$ cat src/core/etor_defines.svh
`ifndef ETOR_DEFINES_SVH
`define ETOR_DEFINES_SVH

// Register addresses on the serial control port.
`define ETOR_ADDR_CAL_OPT      8'h34
`define ETOR_ADDR_DIG_TEST     8'h35
`define ETOR_ADDR_ANA_PLL      8'h36
`define ETOR_ADDR_REG_FORCE    8'h37

// Reset values: every bit of the bank clears at power-up.
`define ETOR_RST_CAL_OPT       8'h00
`define ETOR_RST_DIG_TEST      8'h00
`define ETOR_RST_ANA_PLL       8'h00
`define ETOR_RST_REG_FORCE     8'h00
`define ETOR_RDATA_UNMAPPED    8'h00

// Calibration option fields; bits 7 to 4 are unused and read as zero.
`define ETOR_CAL_USED_MASK     8'h0f
`define ETOR_CAL_BUF_PATH      3
`define ETOR_CAL_OVR_MODE      2
`define ETOR_CAL_LTD_PHASE     1
`define ETOR_CAL_HOLD_PLL      0

// Digital test select fields.
`define ETOR_DT_MULTITONE      7
`define ETOR_DT_DIG_SEL_HI     6
`define ETOR_DT_DIG_SEL_LO     4
`define ETOR_DT_RX_SEL_HI      3
`define ETOR_DT_RX_SEL_LO      0

// Analogue and PLL test fields.
`define ETOR_AP_IF_LOW_SUPPLY  7
`define ETOR_AP_ANA_SEL_HI     6
`define ETOR_AP_ANA_SEL_LO     4
`define ETOR_AP_DIG_REG_OFF    3
`define ETOR_AP_PLL_CTRL_HI    2
`define ETOR_AP_PLL_CTRL_LO    1
`define ETOR_AP_OSC_TEST       0

// Regulator and status force fields.
`define ETOR_RF_OSC_REG_ON     7
`define ETOR_RF_PLL_REG_ON     6
`define ETOR_RF_AMP_REG_ON     5
`define ETOR_RF_OSC_RDY        4
`define ETOR_RF_PLL_RDY        3
`define ETOR_RF_AMP_RDY        2
`define ETOR_RF_LOCK           1
`define ETOR_RF_XTAL_RDY       0

`endif

$ cat src/core/etor_pkg.sv
package etor_pkg;

  // One byte-wide register of the bank.
  typedef logic [7:0] etor_byte_t;

  // Which register an access addresses.
  typedef enum logic [2:0] {
    ETOR_SEL_NONE  = 3'b000,
    ETOR_SEL_CAL   = 3'b001,
    ETOR_SEL_DIG   = 3'b010,
    ETOR_SEL_ANA   = 3'b011,
    ETOR_SEL_FORCE = 3'b100
  } etor_sel_e;

endpackage : etor_pkg

$ cat src/core/etor_regs.sv
// Function
// - With override mode clear, each regulator test bit is ORed onto that regulator's normal line.
// - With override mode set, each regulator test bit replaces that regulator's normal line.
// - With the protect bit set, a PLL start-up request waits until timer calibration has ended.
// - With the limited trim bit set, some phase-trim values are left out of the image search.
// - The buffer calibration bit switches the calibration path on while the buffer is trimmed.
// - Every bit of the bank is zero after power-up.
// - Bits 7, 6 and 5 of the force register switch on the oscillator, PLL and amplifier regulators.
// - Bits 4 to 0 of the force register override oscillator, PLL, amplifier, lock and crystal ready.
// - Bits 6 to 4 of the digital test register pick the digital probe with the pin settings.
// - Bits 3 to 0 of the digital test register pick an extra receive debug probe.
// - Bit 7 of the digital test register enables multi-tone channel filter testing.
// - Bits 6 to 4 of the analogue test register pick the analogue probe.
// - Bit 3 of the analogue test register switches the digital regulator off.
// - Bits 2 to 1 drive the PLL test controls and bit 0 enables oscillator test mode.
`timescale 1ns/1ps
`default_nettype none
`include "etor_defines.svh"

module etor_regs
  import etor_pkg::*;
(
  input  wire logic       ref_clk,
  input  wire logic       srst,
  input  wire logic [7:0] reg_addr,
  input  wire logic [7:0] reg_wdata,
  input  wire logic       reg_wr,
  input  wire logic       reg_rd,
  output var  logic [7:0] reg_rdata,
  input  wire logic       osc_reg_normal,
  input  wire logic       pll_reg_normal,
  input  wire logic       amp_reg_normal,
  output var  logic       osc_reg_en,
  output var  logic       pll_reg_en,
  output var  logic       amp_reg_en,
  input  wire logic       osc_ready_raw,
  input  wire logic       pll_ready_raw,
  input  wire logic       amp_ready_raw,
  input  wire logic       pll_lock_raw,
  input  wire logic       crystal_ready_raw,
  output var  logic       osc_ready_seen,
  output var  logic       pll_ready_seen,
  output var  logic       amp_ready_seen,
  output var  logic       pll_lock_seen,
  output var  logic       crystal_ready_seen,
  input  wire logic       pll_start_req,
  input  wire logic       timer_cal_busy,
  output var  logic       pll_start_go,
  output var  logic       buffer_cal_path_on,
  output var  logic       limited_phase_trim,
  output var  logic       filter_multitone_test,
  output var  logic [2:0] digital_probe_select,
  output var  logic [3:0] rx_debug_probe_select,
  output var  logic       if_probe_low_supply,
  output var  logic [2:0] analog_probe_select,
  output var  logic       digital_regulator_off,
  output var  logic [1:0] pll_test_ctrl,
  output var  logic       oscillator_test_enable
);

  //////////////////////////////////////////////////////////////////////////////

  // Regulator line as seen by the analogue side for one test bit.
  function automatic logic reg_line(input logic mode, input logic tbit, input logic normal);
    reg_line = mode ? tbit : (tbit | normal);
  endfunction : reg_line

  // Status line as seen by the sequencer; a force bit can only make it true.
  function automatic logic force_line(input logic force_bit, input logic raw);
    force_line = force_bit | raw;
  endfunction : force_line

  //////////////////////////////////////////////////////////////////////////////

  etor_byte_t cal_opt_r;
  etor_byte_t dig_test_r;
  etor_byte_t ana_pll_r;
  etor_byte_t reg_force_r;
  etor_byte_t cal_opt_nxt;
  etor_byte_t rdata_nxt;
  etor_sel_e  sel;
  logic       osc_reg_nxt;
  logic       pll_reg_nxt;
  logic       amp_reg_nxt;
  logic       pll_go_nxt;
  logic       ovr_mode;
  logic       hold_pll;

  // Address decode; anything outside the four bytes selects nothing.
  assign sel = (reg_addr == `ETOR_ADDR_CAL_OPT)   ? ETOR_SEL_CAL   :
               (reg_addr == `ETOR_ADDR_DIG_TEST)  ? ETOR_SEL_DIG   :
               (reg_addr == `ETOR_ADDR_ANA_PLL)   ? ETOR_SEL_ANA   :
               (reg_addr == `ETOR_ADDR_REG_FORCE) ? ETOR_SEL_FORCE : ETOR_SEL_NONE;

  // The unused upper nibble is dropped on write so it can never read back as one.
  assign cal_opt_nxt = reg_wdata & `ETOR_CAL_USED_MASK;

  // Read mux; unmapped addresses return zero rather than stale data.
  assign rdata_nxt = (sel == ETOR_SEL_CAL)   ? cal_opt_r   :
                     (sel == ETOR_SEL_DIG)   ? dig_test_r  :
                     (sel == ETOR_SEL_ANA)   ? ana_pll_r   :
                     (sel == ETOR_SEL_FORCE) ? reg_force_r : `ETOR_RDATA_UNMAPPED;

  //////////////////////////////////////////////////////////////////////////////

  // Register writes; power-up clears the whole bank.
  always_ff @(posedge ref_clk) begin
    if (srst) begin
      cal_opt_r   <= `ETOR_RST_CAL_OPT;
      dig_test_r  <= `ETOR_RST_DIG_TEST;
      ana_pll_r   <= `ETOR_RST_ANA_PLL;
      reg_force_r <= `ETOR_RST_REG_FORCE;
    end else if (reg_wr) begin
      if (sel == ETOR_SEL_CAL) cal_opt_r <= cal_opt_nxt;
      if (sel == ETOR_SEL_DIG) dig_test_r <= reg_wdata;
      if (sel == ETOR_SEL_ANA) ana_pll_r <= reg_wdata;
      if (sel == ETOR_SEL_FORCE) reg_force_r <= reg_wdata;
    end
  end

  // Read data is registered and holds until the next read.
  always_ff @(posedge ref_clk) begin
    if (srst) begin
      reg_rdata <= `ETOR_RDATA_UNMAPPED;
    end else if (reg_rd) begin
      reg_rdata <= rdata_nxt;
    end
  end

  //////////////////////////////////////////////////////////////////////////////

  assign ovr_mode = cal_opt_r[`ETOR_CAL_OVR_MODE];
  assign hold_pll = cal_opt_r[`ETOR_CAL_HOLD_PLL];

  // Regulator enables. Replace mode can turn a regulator off, which is why
  // it sits behind its own mode bit and defaults to the harmless OR form.
  assign osc_reg_nxt = reg_line(ovr_mode, reg_force_r[`ETOR_RF_OSC_REG_ON], osc_reg_normal);
  assign pll_reg_nxt = reg_line(ovr_mode, reg_force_r[`ETOR_RF_PLL_REG_ON], pll_reg_normal);
  assign amp_reg_nxt = reg_line(ovr_mode, reg_force_r[`ETOR_RF_AMP_REG_ON], amp_reg_normal);

  // PLL start gate: a pending request is held back while timer calibration runs.
  assign pll_go_nxt = pll_start_req & ~(hold_pll & timer_cal_busy);

  // Control outputs are registered, costing one cycle of latency on each path.
  always_ff @(posedge ref_clk) begin
    if (srst) begin
      osc_reg_en         <= 1'b0;
      pll_reg_en         <= 1'b0;
      amp_reg_en         <= 1'b0;
      osc_ready_seen     <= 1'b0;
      pll_ready_seen     <= 1'b0;
      amp_ready_seen     <= 1'b0;
      pll_lock_seen      <= 1'b0;
      crystal_ready_seen <= 1'b0;
      pll_start_go       <= 1'b0;
    end else begin
      osc_reg_en         <= osc_reg_nxt;
      pll_reg_en         <= pll_reg_nxt;
      amp_reg_en         <= amp_reg_nxt;
      osc_ready_seen     <= force_line(reg_force_r[`ETOR_RF_OSC_RDY], osc_ready_raw);
      pll_ready_seen     <= force_line(reg_force_r[`ETOR_RF_PLL_RDY], pll_ready_raw);
      amp_ready_seen     <= force_line(reg_force_r[`ETOR_RF_AMP_RDY], amp_ready_raw);
      pll_lock_seen      <= force_line(reg_force_r[`ETOR_RF_LOCK], pll_lock_raw);
      crystal_ready_seen <= force_line(reg_force_r[`ETOR_RF_XTAL_RDY], crystal_ready_raw);
      pll_start_go       <= pll_go_nxt;
    end
  end

  //////////////////////////////////////////////////////////////////////////////

  // Field outputs are slices of the register flip-flops themselves.
  assign buffer_cal_path_on     = cal_opt_r[`ETOR_CAL_BUF_PATH];
  assign limited_phase_trim     = cal_opt_r[`ETOR_CAL_LTD_PHASE];
  assign filter_multitone_test  = dig_test_r[`ETOR_DT_MULTITONE];
  assign digital_probe_select   = dig_test_r[`ETOR_DT_DIG_SEL_HI:`ETOR_DT_DIG_SEL_LO];
  assign rx_debug_probe_select  = dig_test_r[`ETOR_DT_RX_SEL_HI:`ETOR_DT_RX_SEL_LO];
  assign if_probe_low_supply    = ana_pll_r[`ETOR_AP_IF_LOW_SUPPLY];
  assign analog_probe_select    = ana_pll_r[`ETOR_AP_ANA_SEL_HI:`ETOR_AP_ANA_SEL_LO];
  assign digital_regulator_off  = ana_pll_r[`ETOR_AP_DIG_REG_OFF];
  assign pll_test_ctrl          = ana_pll_r[`ETOR_AP_PLL_CTRL_HI:`ETOR_AP_PLL_CTRL_LO];
  assign oscillator_test_enable = ana_pll_r[`ETOR_AP_OSC_TEST];
endmodule : etor_regs

`default_nettype wire

$ cat config.mk
export PLATFORM = sky130hd
export DESIGN_NAME = etor_regs
export DESIGN_NICKNAME = d
export VERILOG_FILES = /design/src/core/etor_pkg.sv /design/src/core/etor_regs.sv
export VERILOG_INCLUDE_DIRS = /design/src /design/src/core
export SDC_FILE = /design/constraint.sdc
export NUM_CORES = 1
export LEC_CHECK = 0
export ABC_CLOCK_PERIOD_IN_PS = 1800
export BUFFER_PORTS_ARGS = -buffer_cell sky130_fd_sc_hd__buf_2
export CELL_PAD_IN_SITES_DETAIL_PLACEMENT = 1
export CELL_PAD_IN_SITES_GLOBAL_PLACEMENT = 2
export CORE_AREA = 2 2 84 86
export DETAILED_ROUTE_END_ITERATION = 7
export DIE_AREA = 0 0 86 88
export GPL_ROUTABILITY_DRIVEN = 0
export HOLD_SLACK_MARGIN = 0.15
export PLACE_DENSITY_LB_ADDON = 0.1
export SLEW_MARGIN = 20
export SYNTH_ARGS = -nofsm -noshare
export SYNTH_HDL_FRONTEND = slang
export SYNTH_SLANG_ARGS = --single-unit
$ cat constraint.sdc
create_clock -name ref_clk -period 1.8 [get_ports ref_clk]
set_clock_uncertainty 0.2 [all_clocks]
set_input_delay 0.18 -clock ref_clk [delete_from_list [all_inputs] [get_ports ref_clk]]
set_output_delay 0.18 -clock ref_clk [all_outputs]
set_load 0.02 [all_outputs]
==> results of run 1 <==
==> power by group <==
part           total, µW  switching, µW  internal (µW)  leakage (µW)
clock                637            332            305     0.0000443
sequential          1010           2.69           1010      0.000365
combinational        192           93.3           99.1      0.000915
total               1840            428           1410       0.00132
==> flip-flops by register name, indices dropped and copies added (netlist names), 4 cells and up <==
name         flops
cal_opt_r        4
ana_pll_r        8
dig_test_r       8
reg_force_r      8
reg_rdata        8
==> worst max path at each step <==
stage,endpoint,slack (ps)
floorplan,dig_test_r[0]$_SDFFE_PP0P_,370
global placement,dig_test_r[0]$_SDFFE_PP0P_,140
detailed placement,dig_test_r[3]$_SDFFE_PP0P_,100
CTS,dig_test_r[5]$_SDFFE_PP0P_,170
global route,dig_test_r[5]$_SDFFE_PP0P_,90
finish,dig_test_r[5]$_SDFFE_PP0P_,160
==> worst max-delay path, delay by kind of cell <==
family,cells,cell delay [ps]
buf+inv,2,740
mux,1,120
simple gates,2,590
==> final cells by class <==
class / count / share of cell area [%]
Timing Repair Buffer: 95 / 22.9
Sequential cell: 45 / 33.4
Multi-Input combinational cell: 118 / 35.9
Inverter: 6 / 0.836
Tap cell: 80 / 3.72
Clock buffer: 7 / 3.20
==> cell usage after synthesis (3+ instances only) <==
cell type,n,share of area (%)
dfxtp_1,45,46
clkbuf_1,8,1.5
a21o_1,4,1.5
nor2_1,13,2.5
mux2_2,4,2.3
a22oi_1,4,1.5
mux2i_1,28,14
mux4_2,4,4.6
nor3b_1,4,1.5
o32ai_1,4,1.8
a21oi_1,3,0.77
inv_1,6,1.2
nand2b_1,36,12
==> routing by layer <==
layer	up-vias	GRT usage (%)	share of wire [%]
li1	804	-	-
met1	791	18.7	45
met4	0	3.90	1.1
met2	36	26.0	49
met5	-	0	0
met3	5	4.52	4.4
==> cell families after synthesis <==
family          synth area share (%)
simple gates                    22.5
flops                           46.5
mux                             21.4
buf+inv                         3.55
compound gates                  6.07
==> stage by stage <==
step	hold slack, ps	instances
after CTS	162	351
final	165	351
after global placement	164	319
after detailed placement	166	319
after floorplan	77.2	180
after global routing	171	351
==> flow_summary_export.csv, run 1 <==
group,metric,value,unit
run_status,outcome,"complete, no violations",
routing,drc,0,
routing,totalWireLength,5.37,mm
yosys,synth_seq_cells,45,
place,dpl.hpwl,3.64,mm
floorplanning,std_cell_rows,30,
cells_and_area,area_delta_synth_final,39.0,%
sta,rsz0062_at_grt,"false",
yosys,synthCells,180,
clock_network,hold_buffers,25,
grt,grt_usage,15.2,%
sta,drv_slew,0,
sta,tns,0,ps
worst_setup_path,critical_path_class,"input pin to register",
routing,wire_per_inst,15.3,µm
power_and_ir_drop,p_per_area,682,nW/µm²
yosys,syn-num-nets,210,
sta,fin_crit,1640,ps
worst_setup_path,r2r_start,"cal_opt_r[2]$_SDFFE_PP0P_",
clock_network,h-tree-depth,2,
clock_network,clockBufferDepth,2,
worst_setup_path,crit_required,1790,ps
cells_and_area,antenna_cells,0,
floorplanning,core-area,6640,µm²
grt,grt_max_degree,30,
sta,max_freq,610,MHz
worst_setup_path,cpPeakStageDelay,630,ps
worst_setup_path,cp-start-kind,"input pin",
cells_and_area,n_fill_cell,779,
power_and_ir_drop,power,1840,µW
cells_and_area,layout-drive-gt1-share,32.8,%
floorplanning,pin_count,65,
grt,grt_overflow,0,
floorplanning,start_util,29.2,%
worst_setup_path,r2r_slack,280,ps
grt,grt_pass1_vias,1656,
sta,hold_viol_final,0,
cells_and_area,multiInputGateArea,968,µm²
yosys,netlist_area,1940,µm²
clock_network,cts_root_buf,"clkbuf_8",
worst_setup_path,crit_chain,"buf_2, nor4b_4, nand4_1, dlygate4sd3_1, mux2i_1",
min_path,hp-start,"reg_addr[0]",
yosys,synthFlopType,"dfxtp_1",
place,place_ws,98.5,ps
power_and_ir_drop,irDropWorstVdd,378,µV
worst_setup_path,endpoint_kind,"register",
min_path,min_path_cells,3,
grt,grt_pass1_wl,8.78,mm
routing,firstDrtPassIters,4,
sta,period_share,91.0,%
sta,setup_viol,0,
clock_network,clk_pin_slew_worst_paths,80,ps
routing,drt_iter0_drc,22,
cells_and_area,nNetsFinal,301,
place,post_dp_cell_area,2360,µm²
clock_network,post_cts_buffers,0,
floorplanning,die_y,88,µm
cells_and_area,seqCellArea,901,µm²
clock_network,clock_sinks,45,
clock_network,cts_buffers,5,
cells_and_area,layout_commonest_cell,"buf_2",
yosys,yosysSeqAreaShare,46.5,%
flow_run,cap_violations,0,
clock_network,clk_latency,300,ps
sta,slew_headroom,73.9,%
sta,worst_slack,162,ps
worst_setup_path,critPathLaunch,"reg_addr[7]",
yosys,yosys_warnings,0,
min_path,min_to,"reg_rdata[3]$_SDFFE_PP0P_",
grt,antenna_found_initial,0,
clock_network,cts_tree,"yes",
yosys,syn_avg_cell_area,10.8,µm²
cells_and_area,final_core_util,40.5,%
yosys,synth-edff-count,0,
yosys,netlist-cell-type-count,30,
routing,vias,1636,
worst_setup_path,slowest_stage,"dlygate4sd3_1",
routing,vias_per_cell,4.66,
worst_setup_path,arrival,1630,ps
cells_and_area,final_cell_mix,"64 x buf_2, 45 x dfxtp_1, 36 x nand2b_1",
min_path,hold_class,"input pin to register",
place,portBuffers,64,
clock_network,cts_resized,0,
yosys,ys_async_sr_fraction,0,%
floorplanning,die_area,7570,µm²
power_and_ir_drop,leakage,0.00132,µW
worst_setup_path,timing.rr.end,"amp_reg_en$_SDFF_PP0_",
floorplanning,die_width,86,µm
cells_and_area,design_area,2690,µm²
worst_setup_path,r2r.worst_path.cells,4,
sta,worst-slew-pin-transition,391,ps
routing,ant_nets,0,
worst_setup_path,crit_path_max_fanout,5,
(Power assumes the default switching activity.)
==> run 2: changes to the inputs <==
--- a/config.mk
+++ b/config.mk
@@ -16,6 +16,7 @@
 export GPL_ROUTABILITY_DRIVEN = 0
 export HOLD_SLACK_MARGIN = 0.15
 export PLACE_DENSITY_LB_ADDON = 0.1
+export RECOVER_POWER = 100
 export SLEW_MARGIN = 20
 export SYNTH_ARGS = -nofsm -noshare
 export SYNTH_HDL_FRONTEND = slang
==> run 2 against run 1 <==
  * Critical path depth is the same
  * Critical path type unchanged
  * Setup slack gained 23 ps
  * Critical endpoint unchanged
  * Register-to-register slack is essentially flat
  * Largest cell class unchanged
==> flow_summary_export.csv, run 2 (synthesis results as in run 1) <==
group,metric,value,unit
floorplanning,die_width,86,µm
sta,slew_headroom,55.6,%
cells_and_area,n_fill_cell,796,
min_path,min_to,"reg_rdata[3]$_SDFFE_PP0P_",
power_and_ir_drop,leakage,0.00115,µW
routing,firstDrtPassIters,4,
floorplanning,core-area,6640,µm²
clock_network,post_cts_buffers,0,
sta,worst-slew-pin-transition,664,ps
routing,wire_per_inst,15.3,µm
grt,grt_usage,15.2,%
flow_run,cap_violations,0,
routing,drt_iter0_drc,32,
worst_setup_path,crit_path_max_fanout,5,
sta,max_freq,619,MHz
worst_setup_path,endpoint_kind,"register",
floorplanning,die_y,88,µm
sta,rsz0062_at_grt,"false",
power_and_ir_drop,power_frac_seq,55.0,%
cells_and_area,final_core_util,39.6,%
worst_setup_path,crit_required,1790,ps
sta,period_share,89.8,%
worst_setup_path,timing.rr.end,"amp_reg_en$_SDFF_PP0_",
cells_and_area,area_delta_synth_final,35.6,%
sta,hold_viol_final,0,
clock_network,clockBufferDepth,2,
sta,fin_crit,1620,ps
clock_network,clk_latency,300,ps
cells_and_area,final_cell_mix,"45 x dfxtp_1, 40 x clkbuf_1, 36 x nand2b_1",
clock_network,cts_buffers,5,
routing,vias_per_cell,4.69,
clock_network,h-tree-depth,2,
place,dpl.hpwl,3.64,mm
power_and_ir_drop,p_switching,430,µW
power_and_ir_drop,power,1840,µW
min_path,min_path_cells,3,
grt,grt_overflow,0,
routing,totalWireLength,5.37,mm
worst_setup_path,r2r_slack,280,ps
worst_setup_path,r2r_start,"cal_opt_r[2]$_SDFFE_PP0P_",
sta,drv_slew,0,
worst_setup_path,r2r.worst_path.cells,4,
clock_network,cts_tree,"yes",
clock_network,clock_sinks,45,
worst_setup_path,cp-start-kind,"input pin",
clock_network,cts_root_buf,"clkbuf_8",
sta,hold_slack,162,ps
routing,vias,1646,
worst_setup_path,arrival,1600,ps
cells_and_area,layout_commonest_cell,"dfxtp_1",
sta,tns,0,ps
floorplanning,start_util,29.2,%
routing,ant_nets,0,
grt,grt_pass1_vias,1656,
grt,grt_max_degree,30,
power_and_ir_drop,power_frac_comb,10.2,%
grt,grt_pass1_wl,8.78,mm
sta,setup_viol,0,
cells_and_area,layout-drive-gt1-share,17.7,%
power_and_ir_drop,p_int,1410,µW
power_and_ir_drop,p_per_area,698,nW/µm²
power_and_ir_drop,clockPowerShare,34.9,%
floorplanning,pin_count,65,
floorplanning,std_cell_rows,30,
worst_setup_path,critical_path_class,"input pin to register",
min_path,hold_class,"input pin to register",
grt,antenna_found_initial,0,
cells_and_area,antenna_cells,0,
cells_and_area,nNetsFinal,301,
clock_network,clk_pin_slew_worst_paths,80,ps
run_status,outcome,"complete, no violations",
power_and_ir_drop,p_sw_share,23.4,%
power_and_ir_drop,irDropWorstVdd,378,µV
min_path,hp-start,"reg_addr[0]",
place,portBuffers,64,
routing,drc,0,
floorplanning,die_area,7570,µm²
## run 2: cell types whose count changed in the layout (fill, tap and decap cells not counted)
cell      delta
clkbuf_2     +1
buf_2       -38
nand3_1      +1
nand3_2      -1
nand4b_2     -1
clkbuf_1    +39
nand4b_1     +1
buf_4        -2
## run 2: worst max path at each step
stage                     start                    endpoint  slack (ps)
detailed placement  reg_addr[7]  dig_test_r[3]$_SDFFE_PP0P_         100
global route        reg_addr[7]  dig_test_r[5]$_SDFFE_PP0P_         120
floorplan           reg_addr[7]  dig_test_r[0]$_SDFFE_PP0P_         370
global placement    reg_addr[7]  dig_test_r[0]$_SDFFE_PP0P_         140
CTS                 reg_addr[7]  dig_test_r[5]$_SDFFE_PP0P_         170
finish              reg_addr[7]  dig_test_r[5]$_SDFFE_PP0P_         180
## run 2: per-stage QoR
step                instances  worst slack, ps  cell area, µm²
global route              351              117            2630
global placement          319              136            2360
floorplan                 180              371            1940
detailed placement        319             98.5            2360
finish                    351              184            2630
CTS                       351              172            2690
## run 2: worst max-delay path, stage by stage
cell           delay (ps)
clkbuf_1              100
nor4b_4               370
nand4_1               220
dlygate4sd3_1         620
mux2i_1               120
## run 2: layer usage
layer	up-vias	track usage, %	wire length (µm)
met4	0	3.90	58
met2	40	26.0	2650
met3	5	4.52	261
met5	-	0	0
met1	796	18.7	2400
li1	805	-	-
## run 2: repair_timing
item | CTS | global route
gates resized for setup | 0 | 0
hold buffers | 25 | 0
hold endpoints to repair | 41 | 0
setup endpoints to repair | 0 | 0
## run 2: final cells by class
class | count | area, µm² | area share [%]
clock buffer | 7 | 86.3 | 3.28
tap | 80 | 100 | 3.81
multi-input combinational | 118 | 957 | 36.4
sequential | 45 | 901 | 34.3
inverter | 6 | 22.5 | 0.857
timing repair buffer | 95 | 562 | 21.4
## run 2: power by group through the flow
stage	logic [µW]	clock network [µW]	registers (µW)
2_1_floorplan	70.0	0	1050
3_3_place_gp	157	0	1030
3_5_place_dp	157	0	1030
4_1_cts	195	665	1010
5_1_grt	206	704	1010
6_report	187	640	1010
